<file path="src/include/ts_pkg.sv">
// Notes on behaviour
// - sample one and sample two phase register bits 2:0 give the 8 ns slot of 40 ns (sample three has no phase register)
// - slot one reads 000, slot two reads 001
// - slot four reads 011, slot five reads 100
// - slot three has its own distinct code
// - nanoseconds bit 30 is 1 for rising edge, 0 for falling
// - nanoseconds bits 29:0 hold captured nanoseconds, bit 31 reads zero
// - seconds register holds full 32-bit captured seconds, read-only
// - sample registers show the unit picked by index pointer bit 8
// - each sample position keeps its own flag, ns, seconds and phase
// - edge count saturates at 15 and then sets the overflow flag
package ts_pkg;
  // ---------------------------------------------------------------
  // register map
  // ---------------------------------------------------------------
  localparam logic [11:0] CTRL_OFS = 12'h550;
  localparam logic [11:0] S1_PH_OFS = 12'h55c;
  localparam logic [11:0] S2_NS_OFS = 12'h560;
  localparam logic [11:0] S2_SEC_OFS = 12'h564;
  localparam logic [11:0] S2_PH_OFS = 12'h568;
  localparam logic [11:0] S3_NS_OFS = 12'h56c;
  localparam logic [11:0] S3_SEC_OFS = 12'h570;
  localparam logic [11:0] INDEX_OFS = 12'h600;
  // ---------------------------------------------------------------
  // field positions and limits
  // ---------------------------------------------------------------
  localparam int RISE_BIT = 7;
  localparam int FALL_BIT = 6;
  localparam int OVF_BIT = 16;
  localparam int CNT_LSB = 17;
  localparam int POL_BIT = 30;
  localparam int PTR_BIT = 8;
  localparam int UNITS = 2;
  localparam int SAMPLES = 3;
  localparam logic [3:0] CNT_MAX = 4'hf;
  localparam logic [3:0] CNT_RST = 4'h0;
  // ---------------------------------------------------------------
  // slot codes and bus response codes
  // ---------------------------------------------------------------
  localparam logic [2:0] SLOT0 = 3'h0;
  localparam logic [2:0] SLOT1 = 3'h1;
  localparam logic [2:0] SLOT2 = 3'h2;
  localparam logic [2:0] SLOT3 = 3'h3;
  localparam logic [2:0] SLOT4 = 3'h4;
  localparam logic [1:0] RESP_OKAY = 2'h0;
  localparam logic [1:0] RESP_SLVERR = 2'h2;
  // ---------------------------------------------------------------
  // carriers
  // ---------------------------------------------------------------
  typedef struct packed {
    logic [31:0] sec;
    logic [29:0] ns;
  } tod_type;
  typedef struct packed {
    logic pol;
    logic [31:0] sec;
    logic [29:0] ns;
    logic [2:0] code;
  } sample_type;
endpackage

</file>
<file path="src/design/ts_sample_readout.sv">
module ts_sample_readout (
  // clock and reset
  input wire logic i_clk,
  input wire logic i_nrst,
  // axi4-lite write
  input wire logic i_awvalid,
  output logic o_awready,
  input wire logic [11:0] i_awaddr,
  input wire logic i_wvalid,
  output logic o_wready,
  input wire logic [31:0] i_wdata,
  input wire logic [3:0] i_wstrb,
  output logic o_bvalid,
  input wire logic i_bready,
  output logic [1:0] o_bresp,
  // axi4-lite read
  input wire logic i_arvalid,
  output logic o_arready,
  input wire logic [11:0] i_araddr,
  output logic o_rvalid,
  input wire logic i_rready,
  output logic [31:0] o_rdata,
  output logic [1:0] o_rresp,
  // time base and event inputs
  input wire ts_pkg::tod_type i_tod,
  input wire logic [ts_pkg::UNITS-1:0] i_event,
  input wire logic [ts_pkg::UNITS-1:0][2:0] i_event_slot
);
  // ---------------------------------------------------------------
  // helpers
  // ---------------------------------------------------------------
  function automatic logic [2:0] slot_code(input logic [2:0] idx);
    logic [2:0] c;
    c = ts_pkg::SLOT4;
    unique case (idx)
      3'h0: c = ts_pkg::SLOT0;
      3'h1: c = ts_pkg::SLOT1;
      3'h2: c = ts_pkg::SLOT2;
      3'h3: c = ts_pkg::SLOT3;
      default: c = ts_pkg::SLOT4;
    endcase
    return c;
  endfunction

  function automatic logic [11:0] word(input logic [11:0] a);
    return {a[11:2], 2'h0};
  endfunction

  // ---------------------------------------------------------------
  // state
  // ---------------------------------------------------------------
  logic sel_q;
  logic [ts_pkg::UNITS-1:0] rise_en_q, fall_en_q, prev_q, ovf_q;
  logic [ts_pkg::UNITS-1:0] rise, fall, hit, clr;
  logic [3:0] cnt_q [ts_pkg::UNITS];
  ts_pkg::sample_type smp_q [ts_pkg::UNITS][ts_pkg::SAMPLES];
  logic aw_q, w_q, wr_go;
  logic [11:0] awaddr_q;
  logic [31:0] wdata_q;
  logic [3:0] wstrb_q;
  logic [11:0] rd_addr_q;

  // ---------------------------------------------------------------
  // edge detection
  // ---------------------------------------------------------------
  always_ff @(posedge i_clk or negedge i_nrst) begin
    if (!i_nrst) begin
      prev_q <= '0;
    end else begin
      prev_q <= i_event;
    end
  end

  always_comb begin
    rise = i_event & ~prev_q;
    fall = ~i_event & prev_q;
    hit = (rise & rise_en_q) | (fall & fall_en_q);
  end

  // ---------------------------------------------------------------
  // event count, overflow; a capture in the clearing cycle cancels the count clear (or, at 15, the overflow clear)
  // ---------------------------------------------------------------
  always_ff @(posedge i_clk or negedge i_nrst) begin
    if (!i_nrst) begin
      for (int u = 0; u < ts_pkg::UNITS; u++) begin
        cnt_q[u] <= ts_pkg::CNT_RST;
      end
      ovf_q <= '0;
    end else begin
      for (int u = 0; u < ts_pkg::UNITS; u++) begin
        if (clr[u]) begin
          cnt_q[u] <= ts_pkg::CNT_RST;
          ovf_q[u] <= 1'b0;
        end
        if (hit[u]) begin
          if (cnt_q[u] == ts_pkg::CNT_MAX) begin
            ovf_q[u] <= 1'b1;
          end else begin
            cnt_q[u] <= cnt_q[u] + 4'h1;
          end
        end
      end
    end
  end

  // ---------------------------------------------------------------
  // sample records, one slot per position
  // ---------------------------------------------------------------
  always_ff @(posedge i_clk or negedge i_nrst) begin
    if (!i_nrst) begin
      for (int u = 0; u < ts_pkg::UNITS; u++) begin
        for (int s = 0; s < ts_pkg::SAMPLES; s++) begin
          smp_q[u][s] <= '0;
        end
      end
    end else begin
      for (int u = 0; u < ts_pkg::UNITS; u++) begin
        for (int s = 0; s < ts_pkg::SAMPLES; s++) begin
          if (hit[u] && cnt_q[u] == 4'(s)) begin
            smp_q[u][s].pol <= rise[u];
            smp_q[u][s].ns <= i_tod.ns;
            smp_q[u][s].sec <= i_tod.sec;
            smp_q[u][s].code <= slot_code(i_event_slot[u]);
          end
        end
      end
    end
  end

  // ---------------------------------------------------------------
  // write channel
  // ---------------------------------------------------------------
  assign o_awready = !aw_q && !o_bvalid;
  assign o_wready = !w_q && !o_bvalid;
  assign wr_go = aw_q && w_q;

  always_ff @(posedge i_clk or negedge i_nrst) begin
    if (!i_nrst) begin
      aw_q <= 1'b0;
      w_q <= 1'b0;
      awaddr_q <= '0;
      wdata_q <= '0;
      wstrb_q <= '0;
      o_bvalid <= 1'b0;
      o_bresp <= ts_pkg::RESP_OKAY;
    end else begin
      if (i_awvalid && o_awready) begin
        aw_q <= 1'b1;
        awaddr_q <= word(i_awaddr);
      end
      if (i_wvalid && o_wready) begin
        w_q <= 1'b1;
        wdata_q <= i_wdata;
        wstrb_q <= i_wstrb;
      end
      if (wr_go) begin
        aw_q <= 1'b0;
        w_q <= 1'b0;
        o_bvalid <= 1'b1;
        // sample registers are read-only, so writes there are refused
        o_bresp <= (awaddr_q == ts_pkg::CTRL_OFS ||
                    awaddr_q == ts_pkg::INDEX_OFS) ?
                   ts_pkg::RESP_OKAY : ts_pkg::RESP_SLVERR;
      end else if (i_bready) begin
        o_bvalid <= 1'b0;
      end
    end
  end

  always_comb begin
    clr = '0;
    if (wr_go && awaddr_q == ts_pkg::CTRL_OFS && wstrb_q[2]) begin
      clr[sel_q] = 1'b1;
    end
  end

  // ---------------------------------------------------------------
  // control and index registers
  // ---------------------------------------------------------------
  always_ff @(posedge i_clk or negedge i_nrst) begin
    if (!i_nrst) begin
      sel_q <= 1'b0;
      rise_en_q <= '0;
      fall_en_q <= '0;
    end else if (wr_go) begin
      if (awaddr_q == ts_pkg::INDEX_OFS && wstrb_q[1]) begin
        sel_q <= wdata_q[ts_pkg::PTR_BIT];
      end
      if (awaddr_q == ts_pkg::CTRL_OFS && wstrb_q[0]) begin
        rise_en_q[sel_q] <= wdata_q[ts_pkg::RISE_BIT];
        fall_en_q[sel_q] <= wdata_q[ts_pkg::FALL_BIT];
      end
    end
  end

  // ---------------------------------------------------------------
  // read channel, one cycle from address to data
  // ---------------------------------------------------------------
  assign o_arready = !o_rvalid;

  always_ff @(posedge i_clk or negedge i_nrst) begin
    if (!i_nrst) begin
      o_rvalid <= 1'b0;
      o_rdata <= '0;
      o_rresp <= ts_pkg::RESP_OKAY;
      rd_addr_q <= '0;
    end else if (i_arvalid && o_arready) begin
      o_rvalid <= 1'b1;
      o_rresp <= ts_pkg::RESP_OKAY;
      o_rdata <= '0;
      rd_addr_q <= word(i_araddr);
      unique case (word(i_araddr))
        ts_pkg::CTRL_OFS: begin
          o_rdata[ts_pkg::CNT_LSB +: 4] <= cnt_q[sel_q];
          o_rdata[ts_pkg::OVF_BIT] <= ovf_q[sel_q];
          o_rdata[ts_pkg::RISE_BIT] <= rise_en_q[sel_q];
          o_rdata[ts_pkg::FALL_BIT] <= fall_en_q[sel_q];
        end
        ts_pkg::INDEX_OFS: o_rdata[ts_pkg::PTR_BIT] <= sel_q;
        ts_pkg::S1_PH_OFS: o_rdata[2:0] <= smp_q[sel_q][0].code;
        ts_pkg::S2_NS_OFS: o_rdata[30:0] <= {smp_q[sel_q][1].pol,
                                             smp_q[sel_q][1].ns};
        ts_pkg::S2_SEC_OFS: o_rdata <= smp_q[sel_q][1].sec;
        ts_pkg::S2_PH_OFS: o_rdata[2:0] <= smp_q[sel_q][1].code;
        ts_pkg::S3_NS_OFS: o_rdata[30:0] <= {smp_q[sel_q][2].pol,
                                             smp_q[sel_q][2].ns};
        ts_pkg::S3_SEC_OFS: o_rdata <= smp_q[sel_q][2].sec;
        default: o_rresp <= ts_pkg::RESP_SLVERR;
      endcase
    end else if (i_rready) begin
      o_rvalid <= 1'b0;
    end
  end
endmodule

</file>
<file path="config.mk">
export PLATFORM = sky130hd
export DESIGN_NAME = ts_sample_readout
export DESIGN_NICKNAME = d
export VERILOG_FILES = /design/src/include/ts_pkg.sv /design/src/design/ts_sample_readout.sv
export SDC_FILE = /design/constraint.sdc
export NUM_CORES = 1
export LEC_CHECK = 0
export ABC_AREA = 1
export BUFFER_PORTS_ARGS = -buffer_cell sky130_fd_sc_hd__buf_2
export CAP_MARGIN = 30
export CORE_MARGIN = 4
export CORE_UTILIZATION = 30
export DETAILED_ROUTE_END_ITERATION = 8
export GPL_TIMING_DRIVEN = 0
export PLACE_DENSITY = 0.51
export SYNTH_ARGS = -nofsm -noshare
export SYNTH_HDL_FRONTEND = slang
export SYNTH_SLANG_ARGS = --single-unit
</file>
<file path="constraint.sdc">
create_clock -name i_clk -period 3 [get_ports i_clk]
set_clock_uncertainty 0.05 [all_clocks]
set_input_delay 0.3 -clock i_clk [delete_from_list [all_inputs] [get_ports i_clk]]
set_output_delay 0.3 -clock i_clk [all_outputs]
set_load 0.02 [all_outputs]
</file>
* Yosys cells after proc, flatten, opt, wreduce, memory -nomap -nowiden
Cells that the tools add are included.
** Storage, ports and cells
- Register bits :: 349
- Logic and storage cells :: 152
** Cells by class
- Add/subtract/negate cells :: 2
- Order comparisons :: 3
- Equality and inequality tests :: 22
- Multiplexer cells :: 49
- Bitwise logic cells :: 8
- Reduce and logical (&&, ||, !) cells :: 33
** Operator list (count)
- 135-bit two-way mux :: 3
- 10-bit by 9-bit equality test with 1-bit output, second input constant :: 10
- 10-bit one-hot mux with 4 select lines :: 1
- 4-bit two-way mux :: 9
- 3-bit one-hot mux with 4 select lines :: 3
- 7-bit one-hot mux with 4 select lines :: 1
- 5-bit one-hot mux with 5 select lines :: 1
- 1-bit two-way mux :: 21
- 3-bit one-hot mux with 6 select lines :: 1
- 1-bit logical AND :: 17
- 3-bit by 2-bit equality test with 1-bit output, second input constant :: 4
- 2-bit one-hot mux with 5 select lines :: 1
- 4-bit by 1-bit adder with 4-bit output, second input constant :: 2
- 2-bit bitwise AND :: 4
- 4-bit by 1-bit equality test with 1-bit output, second input constant :: 2
- 4-bit by 2-bit equality test with 1-bit output, second input constant :: 2
- 4-bit equality test, second input constant :: 2
- 4-bit logical NOT :: 2
- 2-bit nonzero test :: 4
- 8-bit OR reduction :: 1
- 3-bit by 1-bit equality test with 1-bit output, second input constant :: 2
- 3-bit logical NOT :: 2
- 2-bit two-way mux :: 3
- 1-bit one-hot mux with 5 select lines :: 1
- other kinds (12) :: 18

* Longest topological paths before layout
Gate-level depths: netlist of the first run.
- Depth in word-level cells :: 8
- Gate-level depth with buffers :: 11

* Worst setup path before layout of the first run
Ideal clock, no wire load.
- Path kind :: register -> register
- From :: register o_bvalid
- To :: register awaddr_q[6]
- Library setup time :: 133 ps
- Arrival :: 1433 ps
- Slack :: 1384 ps
- Stages on the path, launching flop included :: 6
- Buffers on the path :: 1
- Clock period less this slack :: 1616 ps
- Cells stage by stage :: dfrtp_1 > nor2_1 > nand2_1 > clkbuf_1 > nor2_1 > a21oi_1
** Between the ends
- Cells in the longest elaborated chain, start to end :: 3
** Ends and longest elaborated chain
- start: declaration :: RTL line ts_sample_readout.sv:13 : output logic o_bvalid,
- start signal: assignment :: RTL line ts_sample_readout.sv:144 : o_bvalid <= 1'b0;
- start signal: assignment :: RTL line ts_sample_readout.sv:159 : o_bvalid <= 1'b1;
- start signal: assignment :: RTL line ts_sample_readout.sv:165 : o_bvalid <= 1'b0;
- 1-bit logical NOT :: RTL line ts_sample_readout.sv:133 : assign o_awready = !aw_q && !o_bvalid;
- 1-bit logical AND :: RTL line ts_sample_readout.sv:133
- net o_awready :: RTL line ts_sample_readout.sv:7 : output logic o_awready,
- 1-bit logical AND :: RTL line ts_sample_readout.sv:147 : if (i_awvalid && o_awready) begin
- end signal: assignment :: RTL line ts_sample_readout.sv:149 : awaddr_q <= word(i_awaddr);
- end: declaration :: RTL line ts_sample_readout.sv:58 : logic [11:0] awaddr_q;
The timed path passes the listed nets, and every way through them passes these cells.
A chain may end at the register's enable or synchronous reset.

* Final worst setup path of the first run
- From :: register sel_q
- To :: register o_rdata[7]
** Between the ends
- Cells in the longest elaborated chain, start to end :: 5
** Ends and longest elaborated chain
- start: declaration :: RTL line ts_sample_readout.sv:52 : logic sel_q;
- start signal: assignment :: RTL line ts_sample_readout.sv:187 : sel_q <= wdata_q[ts_pkg::PTR_BIT];
- 1-bit inverter with 2-bit output (not written as such)
- 135-bit two-way mux (not written as such) (3 in series) :: RTL line ts_sample_readout.sv:227 : ts_pkg::S3_SEC_OFS: o_rdata <= smp_q[sel_q][2].sec;
- 2-bit one-hot mux with 5 select lines (*) :: RTL line ts_sample_readout.sv:212 : unique case (word(i_araddr))
- end signal: indexed assignment :: RTL line ts_sample_readout.sv:214 : o_rdata[ts_pkg::CNT_LSB +: 4] <= cnt_q[sel_q];
- end signal: indexed assignment :: RTL line ts_sample_readout.sv:215 : o_rdata[ts_pkg::OVF_BIT] <= ovf_q[sel_q];
- end signal: assignment :: RTL line ts_sample_readout.sv:227
- end: declaration :: RTL line ts_sample_readout.sv:22 : output logic [31:0] o_rdata,
Every way passes the cells marked *; elsewhere a longest branch is shown, timed or not. The select of a mux whose other input is x is not followed.

==> results of run 1 <==
placed cells by master, fill, tap and decap left out, types with 3 or more instances in the layout:
cell and instances:
sky130_fd_sc_hd__o21ai_2 26, sky130_fd_sc_hd__buf_4 6, sky130_fd_sc_hd__nand3_1 94, sky130_fd_sc_hd__buf_16 3, sky130_fd_sc_hd__clkbuf_8 14, sky130_fd_sc_hd__dfrtp_1 335
sky130_fd_sc_hd__inv_1 117, sky130_fd_sc_hd__clkbuf_1 54, sky130_fd_sc_hd__buf_2 174, sky130_fd_sc_hd__clkbuf_16 42, sky130_fd_sc_hd__o21ai_0 176, sky130_fd_sc_hd__dlygate4sd3_1 45
sky130_fd_sc_hd__clkinv_2 5, sky130_fd_sc_hd__nand3_2 3, sky130_fd_sc_hd__buf_6 17, sky130_fd_sc_hd__mux2i_1 26, sky130_fd_sc_hd__nor3_1 4, sky130_fd_sc_hd__nor2_1 74
sky130_fd_sc_hd__mux2_2 7, sky130_fd_sc_hd__nand2_1 773, sky130_fd_sc_hd__bufinv_16 6, sky130_fd_sc_hd__buf_1 3, sky130_fd_sc_hd__nor2_2 5, sky130_fd_sc_hd__o21ai_1 123
sky130_fd_sc_hd__a21oi_1 21, sky130_fd_sc_hd__ha_1 8, sky130_fd_sc_hd__nand4_1 11
state kept, by name, indices dropped and copies added, names as in the netlist:
name / cells
smp_q: 264
o_rdata: 32
awaddr_q: 10
cnt_q: 8
wdata_q: 3
wstrb_q: 3
fall_en_q: 2
ovf_q: 2
prev_q: 2
rise_en_q: 2
aw_q: 1
o_bresp: 1
o_bvalid: 1
o_rresp: 1
o_rvalid: 1
sel_q: 1
w_q: 1
area by class of cell:
class / instances / area [um2]
fillers: 5355 / 32200
flip-flops and latches: 335 / 8380
well taps: 680 / 851
clock buffers: 60 / 1260
repair buffers: 189 / 1250
clock inverters: 13 / 230
inverters: 119 / 447
plain buffers: 110 / 606
diodes: 1 / 2.50
multi-input cells: 1364 / 6190
cells in the mapped netlist:
library cell | count | share of area, %
sky130_fd_sc_hd__nand2_2 | 1 | 0.040
sky130_fd_sc_hd__nand4_1 | 11 | 0.44
sky130_fd_sc_hd__buf_2 | 34 | 1.1
sky130_fd_sc_hd__nor3_1 | 4 | 0.13
sky130_fd_sc_hd__o21ai_2 | 26 | 1.5
sky130_fd_sc_hd__buf_6 | 17 | 1.2
sky130_fd_sc_hd__nor2_2 | 5 | 0.20
sky130_fd_sc_hd__nand3_1 | 94 | 3.0
sky130_fd_sc_hd__o21ai_1 | 123 | 3.9
sky130_fd_sc_hd__a31oi_1 | 1 | 0.040
sky130_fd_sc_hd__ha_1 | 8 | 0.64
sky130_fd_sc_hd__o21ai_0 | 176 | 5.6
sky130_fd_sc_hd__nor2_4 | 1 | 0.072
sky130_fd_sc_hd__buf_4 | 6 | 0.29
sky130_fd_sc_hd__nand3_2 | 3 | 0.19
sky130_fd_sc_hd__clkbuf_1 | 50 | 1.2
sky130_fd_sc_hd__dfrtp_1 | 335 | 54
sky130_fd_sc_hd__mux2_2 | 7 | 0.50
sky130_fd_sc_hd__inv_2 | 2 | 0.048
sky130_fd_sc_hd__or2_4 | 2 | 0.11
sky130_fd_sc_hd__buf_1 | 3 | 0.072
sky130_fd_sc_hd__o21ai_4 | 2 | 0.21
sky130_fd_sc_hd__inv_1 | 117 | 2.8
sky130_fd_sc_hd__mux2i_1 | 26 | 1.7
sky130_fd_sc_hd__nand3_4 | 1 | 0.11
sky130_fd_sc_hd__conb_1 | 1 | 0.024
sky130_fd_sc_hd__a21oi_1 | 21 | 0.67
sky130_fd_sc_hd__nor3b_1 | 1 | 0.048
sky130_fd_sc_hd__nand2_1 | 773 | 19
sky130_fd_sc_hd__xor2_1 | 2 | 0.11
sky130_fd_sc_hd__nor2_1 | 74 | 1.8
worst register-to-register path, delay by kind of cell, from the launching register on:
| kind | cells | cell delay [ns] |
|---|---|---|
| buffers and inverters | 3 | 0.95 |
| AO/OA/AOI/OAI | 2 | 0.33 |
| AND/OR/NAND/NOR | 3 | 0.48 |
| flip-flops | 1 | 0.31 |
timing repair:
action	4_1_cts	5_1_grt
hold buffers	45	0
setup endpoints to repair	0	0
buffers inserted	0	0
resized for setup	0	0
endpoints found under the hold margin	107	0
power breakdown:
group	internal (mW)	switching, mW	leakage, nW
Combinational	0.298	0.573	4.37
Clock	3.42	1.98	0.739
Sequential	4.69	0.0983	4.57
metrics by stage:
step / TNS, ns / hold WS (ns) / cells / power [mW] / setup slack (ns)
finish: 0 / 0.0225 / 2871 / 11.1 / 0.748
global route: 0 / 0.0252 / 2871 / 11.5 / 0.595
CTS: 0 / 0.00246 / 2870 / 11.2 / 0.750
detailed placement: 0 / 0.167 / 2752 / 5.71 / 0.667
global placement: -1675.39 / 0.374 / 2749 / 5.67 / -5.05
floorplan: 0 / -0.0456 / 1928 / 5.29 / 1.38
layer usage:
layer | vias to the layer above | routed length (um) | part of all wire [%] | global-route usage (%)
met5 | - | 0 | 0 | 0
met4 | 0 | 1980 | 3.6 | 6.88
met3 | 103 | 2840 | 5.2 | 2.76
met2 | 423 | 24700 | 45 | 30.7
met1 | 6732 | 25000 | 46 | 27.0
li1 | 6621 | - | - | -
kinds of logic after synthesis:
logic type	after synthesis	synth area share, %
DFF	335	53.7
muxes	33	2.17
xor gates and xnor gates	2	0.112
other	1	0.0240
buffers and inverters	229	6.73
adders and majority gates	8	0.641
and+or+nand+nor	970	24.7
AOI/OAI and AO/OA	349	12.0
path summary, 6_finish.rpt:
path                        startpoint           to  slack [ns]  cells after the start
hold / removal               i_tod[26]   smp_q[293]        0.02                      3
setup reg to reg                 sel_q   o_rdata[7]        0.75                      8
min in group asynchronous       i_nrst   smp_q[213]        0.17                      2
hold reg to reg            o_rdata[26]  o_rdata[26]        0.42                      2
max in group asynchronous       i_nrst    smp_q[32]        1.47                      4
setup / recovery                 sel_q   o_rdata[7]        0.75                      8
==> impl_results.md, run 1 <==
- Status: complete, no violations
- 1st-pass router iterations: 5
- Worst Path Max Fanout: 10
- Count of yosys warnings during synthesis: 0
- Max-cap violation count: 0
- Worst rel slew slack: 40.2%
- Maximum cell stage delay along the critical path: 0.57 ns
- Power density relative to cell area: 575 nW/um2
- TritonCTS clock tree: built
- DP Area: 17,300 um2
- Ratio of cells with drive above 1 in the final layout: 14.6%
- Peak ir drop on the vdd network: 483 uV
- Count of buffers from port buffering: 141
- Seq/Total Area, Yosys: 53.7%
- Routability congestion estimate: 0.881
- Row cnt: 83
- CP Buf/Inv Count: 3
- Vias after detailed routing: 13,900
- Inserted Clock Buffers: 40
- Per-instance average area after synthesis: 8.11 um2
- Effective utilization at floorplan: 30.4%
- Chip height: 236 um
- Cell with the largest stage delay on the worst path: sky130_fd_sc_hd__clkbuf_1
- Growth of design area from synthesis to finish: 23.0%
- Number of max-slew violations in the final report: 0
- Remaining global-route overflow: 0
- Critical path data required time: 3.38 ns
- Cells traversed along the worst timing path: buf_2, buf_4, clkbuf_1, a21oi_1, nand3_1, nand2_1, nor2_1, a21oi_1
- Final setup fails: 0
- GRT Total Usage: 19.3%
- Number of nets in the finished design: 2,304
- Floorplan Core Area: 51,400 um2
- DRC marker count from the first detailed-route iteration: 1,281
- Drt via density: 4.83
- RSZ-0062 raised after global routing: no
- Wire length of the first global-routing pass: 83,500 um
- Worst EP arrival: 2.63 ns
- Count of nets left with antenna violations after detail routing: 0
- Final core area utilization: 37.4%
- Ports placed on the boundary: 178
- Die width: 236 um
- Worst min-delay path class: in2reg
- Number of remaining DRC errors: 0
- Clk sinks: 335
- Insertion delay to the later sink of the worst-skew pair: 0.55 ns
- Routed len/inst: 19.0 um
- Synthesis-stage register bit count: 335
- Final Hold Fails: 0
- Total die area: 55,800 um2
- Crit share post-route: 75.1%
- Element type at the critical path end: register
- Largest net degree at the start of global routing: 114
- Synth Instances: 1,927
- Total half-perimeter wirelength after legalization and detailed placement: 40,000 um
- Distinct cell type count after synthesis: 31
- Most common cell on crit path: sky130_fd_sc_hd__a21oi_1
- Critical path class: reg2reg
- Startpoint Class: register
- CTS HTree Levels: 2
- Longest Clk Path Bufs: 3
- Clock root buffer: sky130_fd_sc_hd__clkbuf_16
- Top Family by Delay on Critical Path: buffers and inverters
- Aggregate routed wire length: 54,500 um
- Clock transition at the registers of the reported paths: 0.06 ns
- Static leakage: 9.68 nW
- Number of antenna violations at the first check in global routing: 1
- Post-Layout Inst Area: 19,200 um2
- Post-Syn Area: 15,600 um2
- Top achievable clock speed: 444 MHz
- Vias in the first global route: 13,700
- Time the final worst path needs with I/O delays and setup: 2.25 ns
- Slew at the pin closest to its max-slew limit: 0.897 ns
Note: power is estimated with default switching activity, not from simulation.
==> run 2: changes to the inputs <==
--- a/config.mk
+++ b/config.mk
@@ -12,7 +12,7 @@
 export CORE_UTILIZATION = 30
 export DETAILED_ROUTE_END_ITERATION = 8
 export GPL_TIMING_DRIVEN = 0
-export PLACE_DENSITY = 0.51
+export PLACE_DENSITY = 0.52
 export SYNTH_ARGS = -nofsm -noshare
 export SYNTH_HDL_FRONTEND = slang
 export SYNTH_SLANG_ARGS = --single-unit
==> constraint.sdc (replaced) <==
create_clock -name i_clk -period 1.8 [get_ports i_clk]
set_clock_uncertainty 0.05 [all_clocks]
set_input_delay 0.18 -clock i_clk [delete_from_list [all_inputs] [get_ports i_clk]]
set_output_delay 0.18 -clock i_clk [all_outputs]
set_load 0.02 [all_outputs]
==> run 2 against run 1 <==
  * Critical endpoint is now smp_q[131]
  * Critical path type unchanged
  * Via count is 3.4% higher
  * Setup slack lost 0.77 ns
  * Sequential power up 67%
  * Largest power group unchanged
  * Hold slack improved by 0.030 ns
  * The flow now finishes with violations (setup timing)
  * Cell area grew 6.0%
==> impl_results.md, run 2 (synthesized netlist as in run 1, its figures left out) <==
- Clock transition at the registers of the reported paths: 0.06 ns
- RSZ-0062 raised after global routing: yes
- Routed len/inst: 19.4 um
- Status: complete, but fails checks
- Worst Setup Slack, final: -0.0254 ns
- FF-to-FF setup slack: -0.03 ns
- Top achievable clock speed: 548 MHz
- Max-cap violation count: 0
- Growth of design area from synthesis to finish: 30.3%
- Worst rel slew slack: 51.2%
- Commonest non-fill, non-tap cell in the layout: sky130_fd_sc_hd__nand2_1
- Wire length of the first global-routing pass: 85,900 um
- Row cnt: 83
- Reg2reg end: smp_q[131]
- Ratio of cells with drive above 1 in the final layout: 20.0%
- Register with the most flip-flops: smp_q
- Peak ir drop on the vdd network: 651 uV
- Longest Clk Path Bufs: 3
- Routability congestion estimate: 0.889
- Worst Reg2Reg Path Length in Cells: 9
- Worst slack, placed: -0.626 ns
- Final core area utilization: 39.6%
- Beginning of the worst register-to-register path: prev_q[1]
- Number of nets in the finished design: 2,366
- Startpoint Class: register
- Startpoint of the worst setup timing path: prev_q[1]
- Filler Cells Inserted: 5,262
- Remaining global-route overflow: 0
- GRT Total Usage: 19.9%
- Summed negative setup slack over all endpoints: -0.105 ns
- Static leakage: 10.2 nW
- Effective utilization at floorplan: 30.4%
- Vias in the first global route: 14,200
- Worst Path Max Fanout: 7
- Chip height: 236 um
- Largest registers: smp_q (264), o_rdata (32), awaddr_q (10)
- Insertion delay to the later sink of the worst-skew pair: 0.56 ns
- Clock root buffer: sky130_fd_sc_hd__clkbuf_16
- Ports placed on the boundary: 178
- Worst EP arrival: 2.21 ns
- Largest net degree at the start of global routing: 101
- Floorplan Core Area: 51,400 um2
- Final Hold Fails: 0
- Slew at the pin closest to its max-slew limit: 0.733 ns
- Number of remaining DRC errors: 0
- Inserted Clock Buffers: 39
- DRC marker count from the first detailed-route iteration: 1,346
- Violated checks: setup timing
- Overall power: 17.6 mW
- Clk sinks: 335
- Time the final worst path needs with I/O delays and setup: 1.83 ns
- Most used cells in the layout excluding fill and tap cells: sky130_fd_sc_hd__nand2_1, sky130_fd_sc_hd__dfrtp_1, sky130_fd_sc_hd__buf_2
- Drt via density: 4.90
- Count of nets left with antenna violations after detail routing: 0
- Number of antenna violations at the first check in global routing: 1
- 1st-pass router iterations: 5
- Critical path class: reg2reg
- Critical path destination: smp_q[131]
- Die width: 236 um
- Max reg flops: 264
- TritonCTS clock tree: built
- Total half-perimeter wirelength after legalization and detailed placement: 40,100 um
- Worst hold slack after final layout: 0.0529 ns
- Total die area: 55,800 um2
- Vias after detailed routing: 14,300
- Number of max-slew violations in the final report: 0
- Power density relative to cell area: 866 nW/um2
- Final setup fails: 11
- Crit share post-route: 101%
- Count of buffers from port buffering: 141
- Aggregate routed wire length: 56,800 um
- Element type at the critical path end: register
- CTS HTree Levels: 2
- Worst min-delay path class: in2reg
- Critical path data required time: 2.19 ns
==> run 2: cell types whose count changed in the layout (fill, tap and decap cells not counted), moves of 23 or more <==
cell                            change
sky130_fd_sc_hd__dlygate4sd3_1     +44
sky130_fd_sc_hd__clkbuf_1          -37
sky130_fd_sc_hd__nand2_1           -51
sky130_fd_sc_hd__nand2_2           +49
sky130_fd_sc_hd__clkbuf_2          +23
sky130_fd_sc_hd__o21ai_0           -28
==> run 2: metrics by stage <==
stage / instances / area [um2]
after floorplan: 1928 / 15600
after global placement: 2749 / 17200
after detailed placement: 2752 / 17300
after CTS: 2921 / 19900
after global routing: 2929 / 20400
final: 2929 / 20400
==> run 2: timing repair <==
action                                  4_1_cts  5_1_grt
setup buffers                                 9        3
endpoints found under the setup margin      289      267
hold buffers                                 89        0
endpoints found under the hold margin       413        0
resized for setup                           108      167
pin swaps                                     7        6
cloned                                        3        4
==> run 2: metal layers <==
layer | vias up | share of wire (%) | global-route usage [%]
met5 | - | 0 | 0
met4 | 0 | 3.7 | 6.71
met3 | 112 | 5.9 | 3.43
met2 | 469 | 46 | 31.9
met1 | 6995 | 44 | 27.3
li1 | 6769 | - | -
==> run 2: area by class of cell <==
cell class / instances / area, um2 / share of cell area (%)
well taps: 680 / 851 / 4.18
diodes: 1 / 2.50 / 0.0123
plain buffers: 110 / 965 / 4.74
repair buffers: 250 / 1950 / 9.57
flip-flops and latches: 335 / 8380 / 41.2
clock buffers: 58 / 1160 / 5.70
clock inverters: 10 / 125 / 0.614
multi-input cells: 1366 / 6480 / 31.8
inverters: 119 / 452 / 2.22
==> run 2: critical path, stage by stage, from the launching register on <==
cell and delay, ns:
sky130_fd_sc_hd__dfrtp_1 0.38, sky130_fd_sc_hd__or2_4 0.24, sky130_fd_sc_hd__o21ai_4 0.14, sky130_fd_sc_hd__buf_12 0.14, sky130_fd_sc_hd__nand3_4 0.12, sky130_fd_sc_hd__buf_12 0.17, sky130_fd_sc_hd__buf_12 0.15, sky130_fd_sc_hd__clkbuf_16 0.18
sky130_fd_sc_hd__nand2_1 0.08, sky130_fd_sc_hd__o21ai_2 0.05
==> run 2: worst min path at each step <==
| stage | end | slack [ns] | from | cells past startpoint |
|---|---|---|---|---|
| final | awaddr_q[5] | 0.05 | i_awvalid | 4 |
| after global routing | w_q | 0.10 | i_wvalid | 3 |
| after CTS | w_q | 0.04 | i_wvalid | 3 |
| after detailed placement | smp_q[128] | 0.09 | i_nrst | 1 |
| after global placement | prev_q[1] | 0.26 | i_event[1] | 1 |
| after floorplan | aw_q | -0.17 | i_nrst | 0 |
==> run 2: power by group <==
| group | switching [mW] | leakage [nW] | internal [mW] |
|---|---|---|---|
| combinational | 0.986 | 5.00 | 0.575 |
| sequential | 0.169 | 4.57 | 7.82 |
| clock | 3.22 | 0.637 | 4.87 |
==> run 3: changes to the inputs <==
--- a/config.mk
+++ b/config.mk
@@ -5,14 +5,13 @@
 export SDC_FILE = /design/constraint.sdc
 export NUM_CORES = 1
 export LEC_CHECK = 0
-export ABC_AREA = 1
 export BUFFER_PORTS_ARGS = -buffer_cell sky130_fd_sc_hd__buf_2
 export CAP_MARGIN = 30
 export CORE_MARGIN = 4
 export CORE_UTILIZATION = 30
 export DETAILED_ROUTE_END_ITERATION = 8
 export GPL_TIMING_DRIVEN = 0
-export PLACE_DENSITY = 0.52
+export PLACE_DENSITY = 0.53
 export SYNTH_ARGS = -nofsm -noshare
 export SYNTH_HDL_FRONTEND = slang
 export SYNTH_SLANG_ARGS = --single-unit
==> run 3 against run 2 <==
  * The run still ends with setup timing left
  * Global-route usage down 3.0 points
  * Synthesized cell count decreased by 41%
  * Critical path depth is 6 lower
  * Clock-buffer cell count stayed put
  * Sequential share of layout area down 0.88 points
  * Final cell count decreased by 27%
  * Fmax decreased by 5.1%
  * Die area down 2.3%
  * Largest power group is now registers
==> impl_results.md, run 3 <==
- Status: complete, but fails checks
- Violated checks: setup timing
- Synth Instances: 1,139
- Number of stages on the worst hold path: 4
- Ranking of synthesized cells by area: sky130_fd_sc_hd__dfrtp_1, sky130_fd_sc_hd__mux2_2, sky130_fd_sc_hd__mux2_1
- Combined area of the multi-input logic cells: 7100 um2
- Fraction of registers with async set/reset: 100%
- Most instantiated flip-flop cell in the synthesis netlist: sky130_fd_sc_hd__dfrtp_1
- Number of remaining DRC errors: 0
- Worst Setup Slack, final: -0.123 ns
- Routed len/inst: 22.2 um
- Number of antenna violations at the first check in global routing: 5
- Clock transition at the registers of the reported paths: 0.06 ns
- Total half-perimeter wirelength after legalization and detailed placement: 31,900 um
- Post-Syn Area: 15,200 um2
- Die width: 233 um
- RSZ-0062 raised after global routing: yes
- Routability congestion estimate: 0.805
- Wire length of the first global-routing pass: 69,200 um
- Remaining global-route overflow: 0
- Worst rel slew slack: 37.9%
- Total die area: 54,500 um2
- Element type at the critical path end: register
- Insertion delay to the later sink of the worst-skew pair: 0.56 ns
- Number of synthesized flops with an enable pin: 0
- 1st-pass router iterations: 5
- Filler Cells Inserted: 4,766
- Count of yosys warnings during synthesis: 0
- Max reg flops: 264
- Distinct cell type count after synthesis: 58
- Startpoint Class: register
- Time the final worst path needs with I/O delays and setup: 1.92 ns
- DRC marker count from the first detailed-route iteration: 563
- Area taken by flip-flops and latches: 8390 um2
- Ports placed on the boundary: 178
- Clock root buffer: sky130_fd_sc_hd__clkbuf_16
- Register with the most flip-flops: smp_q
- Aggregate routed wire length: 47,600 um
- Vias in the first global route: 11,300
- Longest Clk Path Bufs: 3
- Final Hold Fails: 0
- Worst min-delay path class: in2reg
- Biggest area consumer among synthesized cells: sky130_fd_sc_hd__dfrtp_1
- Count of nets left with antenna violations after detail routing: 0
- Largest registers: smp_q (264), o_rdata (32), awaddr_q (10)
- Clk sinks: 335
- Worst hold start: i_araddr[5]
- Power density relative to cell area: 850 nW/um2
- Max-cap violation count: 0
- Critical path class: reg2reg
- Largest net degree at the start of global routing: 123
- Library cell with the highest instance count after synthesis: sky130_fd_sc_hd__dfrtp_1
- Vias after detailed routing: 10,500
- Worst Path Max Fanout: 5
- GRT Total Usage: 16.8%
- Number of max-slew violations in the final report: 0
- Worst Reg2Reg Path Length in Cells: 3
- Inserted Clock Buffers: 39
- Summed negative setup slack over all endpoints: -4.20 ns
- Most used cells in the layout excluding fill and tap cells: sky130_fd_sc_hd__dfrtp_1, sky130_fd_sc_hd__buf_2, sky130_fd_sc_hd__mux2_1
- Top achievable clock speed: 520 MHz
- Slew at the pin closest to its max-slew limit: 0.932 ns
- Commonest non-fill, non-tap cell in the layout: sky130_fd_sc_hd__dfrtp_1
- TritonCTS clock tree: built
- Overall power: 17.7 mW
- CTS HTree Levels: 2
- Reg2reg end: cnt_q[7]
- Static leakage: 9.77 nW
- Peak ir drop on the vdd network: 560 uV
- Yosys top cell area share: 55.0%
- Crit share post-route: 107%
- Drt via density: 4.91
- Beginning of the worst register-to-register path: awaddr_q[2]
- Final setup fails: 101
- FF-to-FF setup slack: -0.12 ns
- Ratio of cells with drive above 1 in the final layout: 37.2%
- Synthesis-stage register bit count: 335
- Critical path data required time: 2.20 ns
- Number of nets in the finished design: 1,590
- Count of buffers from port buffering: 140
- Worst EP arrival: 2.32 ns
- End point of the worst hold path: o_rdata[8]
- Per-instance average area after synthesis: 13.4 um2
- Floorplan Core Area: 50,200 um2
- Growth of design area from synthesis to finish: 36.6%
- Effective utilization at floorplan: 30.4%
- Leading cell types by count after synthesis: sky130_fd_sc_hd__dfrtp_1, sky130_fd_sc_hd__mux2_2, sky130_fd_sc_hd__mux2i_1, sky130_fd_sc_hd__mux2_1, sky130_fd_sc_hd__o22ai_1
- Seq/Total Area, Yosys: 55.0%
- Chip height: 233 um
- Row cnt: 82
run 3: cell types whose count changed after synthesis, sizes merged, moves of 29 or more:
cell	change
inv	-106
nand3	-88
o22ai	+60
o21ai	-291
mux2i	+93
clkbuf	-29
nor2	-60
nand2	-735
mux2	+283
run 3: worst max path at each step:
| stage | start | end | slack (ns) | cells past startpoint |
|---|---|---|---|---|
| after global placement | i_nrst | awaddr_q[3] | -5.93 | 1 |
| after detailed placement | o_rvalid | o_rdata[25] | -0.76 | 6 |
| after global routing | awaddr_q[2] | rise_en_q[0] | -0.17 | 4 |
| final | awaddr_q[2] | cnt_q[7] | -0.12 | 3 |
| after CTS | awaddr_q[2] | cnt_q[7] | -0.13 | 3 |
| after floorplan | awaddr_q[2] | fall_en_q[0] | -0.02 | 4 |
run 3: cell families after synthesis:
family / count (synthesis) / synth area share (%)
compound gates: 168 / 7.02
other cells: 1 / 0.0246
fa+ha+maj: 8 / 0.657
buf+inv: 92 / 3.03
xor+xnor: 3 / 0.172
simple gates: 119 / 4.28
flops: 335 / 55.0
mux: 413 / 29.8
run 3: worst max-delay path, cell delays in order, from the launching register on:
cell                      delay [ns]
sky130_fd_sc_hd__dfrtp_1        0.37
sky130_fd_sc_hd__or4_4          0.60
sky130_fd_sc_hd__or4_4          0.56
sky130_fd_sc_hd__a31o_1         0.23
run 3: area by class of cell:
type                       count  share of cell area [%]
multi-input combinational    713                    34.1
sequential                   335                    40.3
antenna                        2                  0.0240
clock buffer                  58                    5.51
tap                          672                    4.04
timing repair buffer         269                    10.8
buffer                        74                    4.38
inverter                      13                   0.234
clock inverter                 8                   0.595
run 3: what timing repair did:
action | in CTS | in global routing
gates cloned | 0 | 13
pin swaps | 18 | 17
resized for setup | 128 | 198
hold buffers | 87 | 0
endpoints found under the setup margin | 307 | 282
endpoints found under the hold margin | 369 | 0
setup buffers | 19 | 8
run 3: power by group:
part           internal (mW)  switching [mW]  leakage (nW)  total [mW]
sequential              7.83           0.261          4.60        8.09
clock                   4.71            3.23         0.627        7.94
combinational          0.761           0.908          4.54        1.67
total                   13.3            4.40          9.77        17.7
run 3: layer usage:
metal | global-route usage (%) | wire [um] | up-vias
li1 | - | - | 4803
met1 | 21.5 | 21000 | 5430
met2 | 28.8 | 23500 | 218
met3 | 3.33 | 2020 | 72
met4 | 5.05 | 1100 | 6
met5 | 0 | 34 | -
run 3: per-stage QoR:
stage          instances  setup WS [ns]  hold slack [ns]  utilization, %  cell area, um2
2_1_floorplan       1140        -0.0211           -0.166               -           15300
3_3_place_gp        1952          -5.93            0.274            33.5           16800
3_5_place_dp        1954         -0.760            0.222            33.6           16900
4_1_cts             2122         -0.128          0.00404            39.1           19600
5_1_grt             2144         -0.167           0.0313            41.5           20800
6_report            2144         -0.123           0.0344            41.5           20800
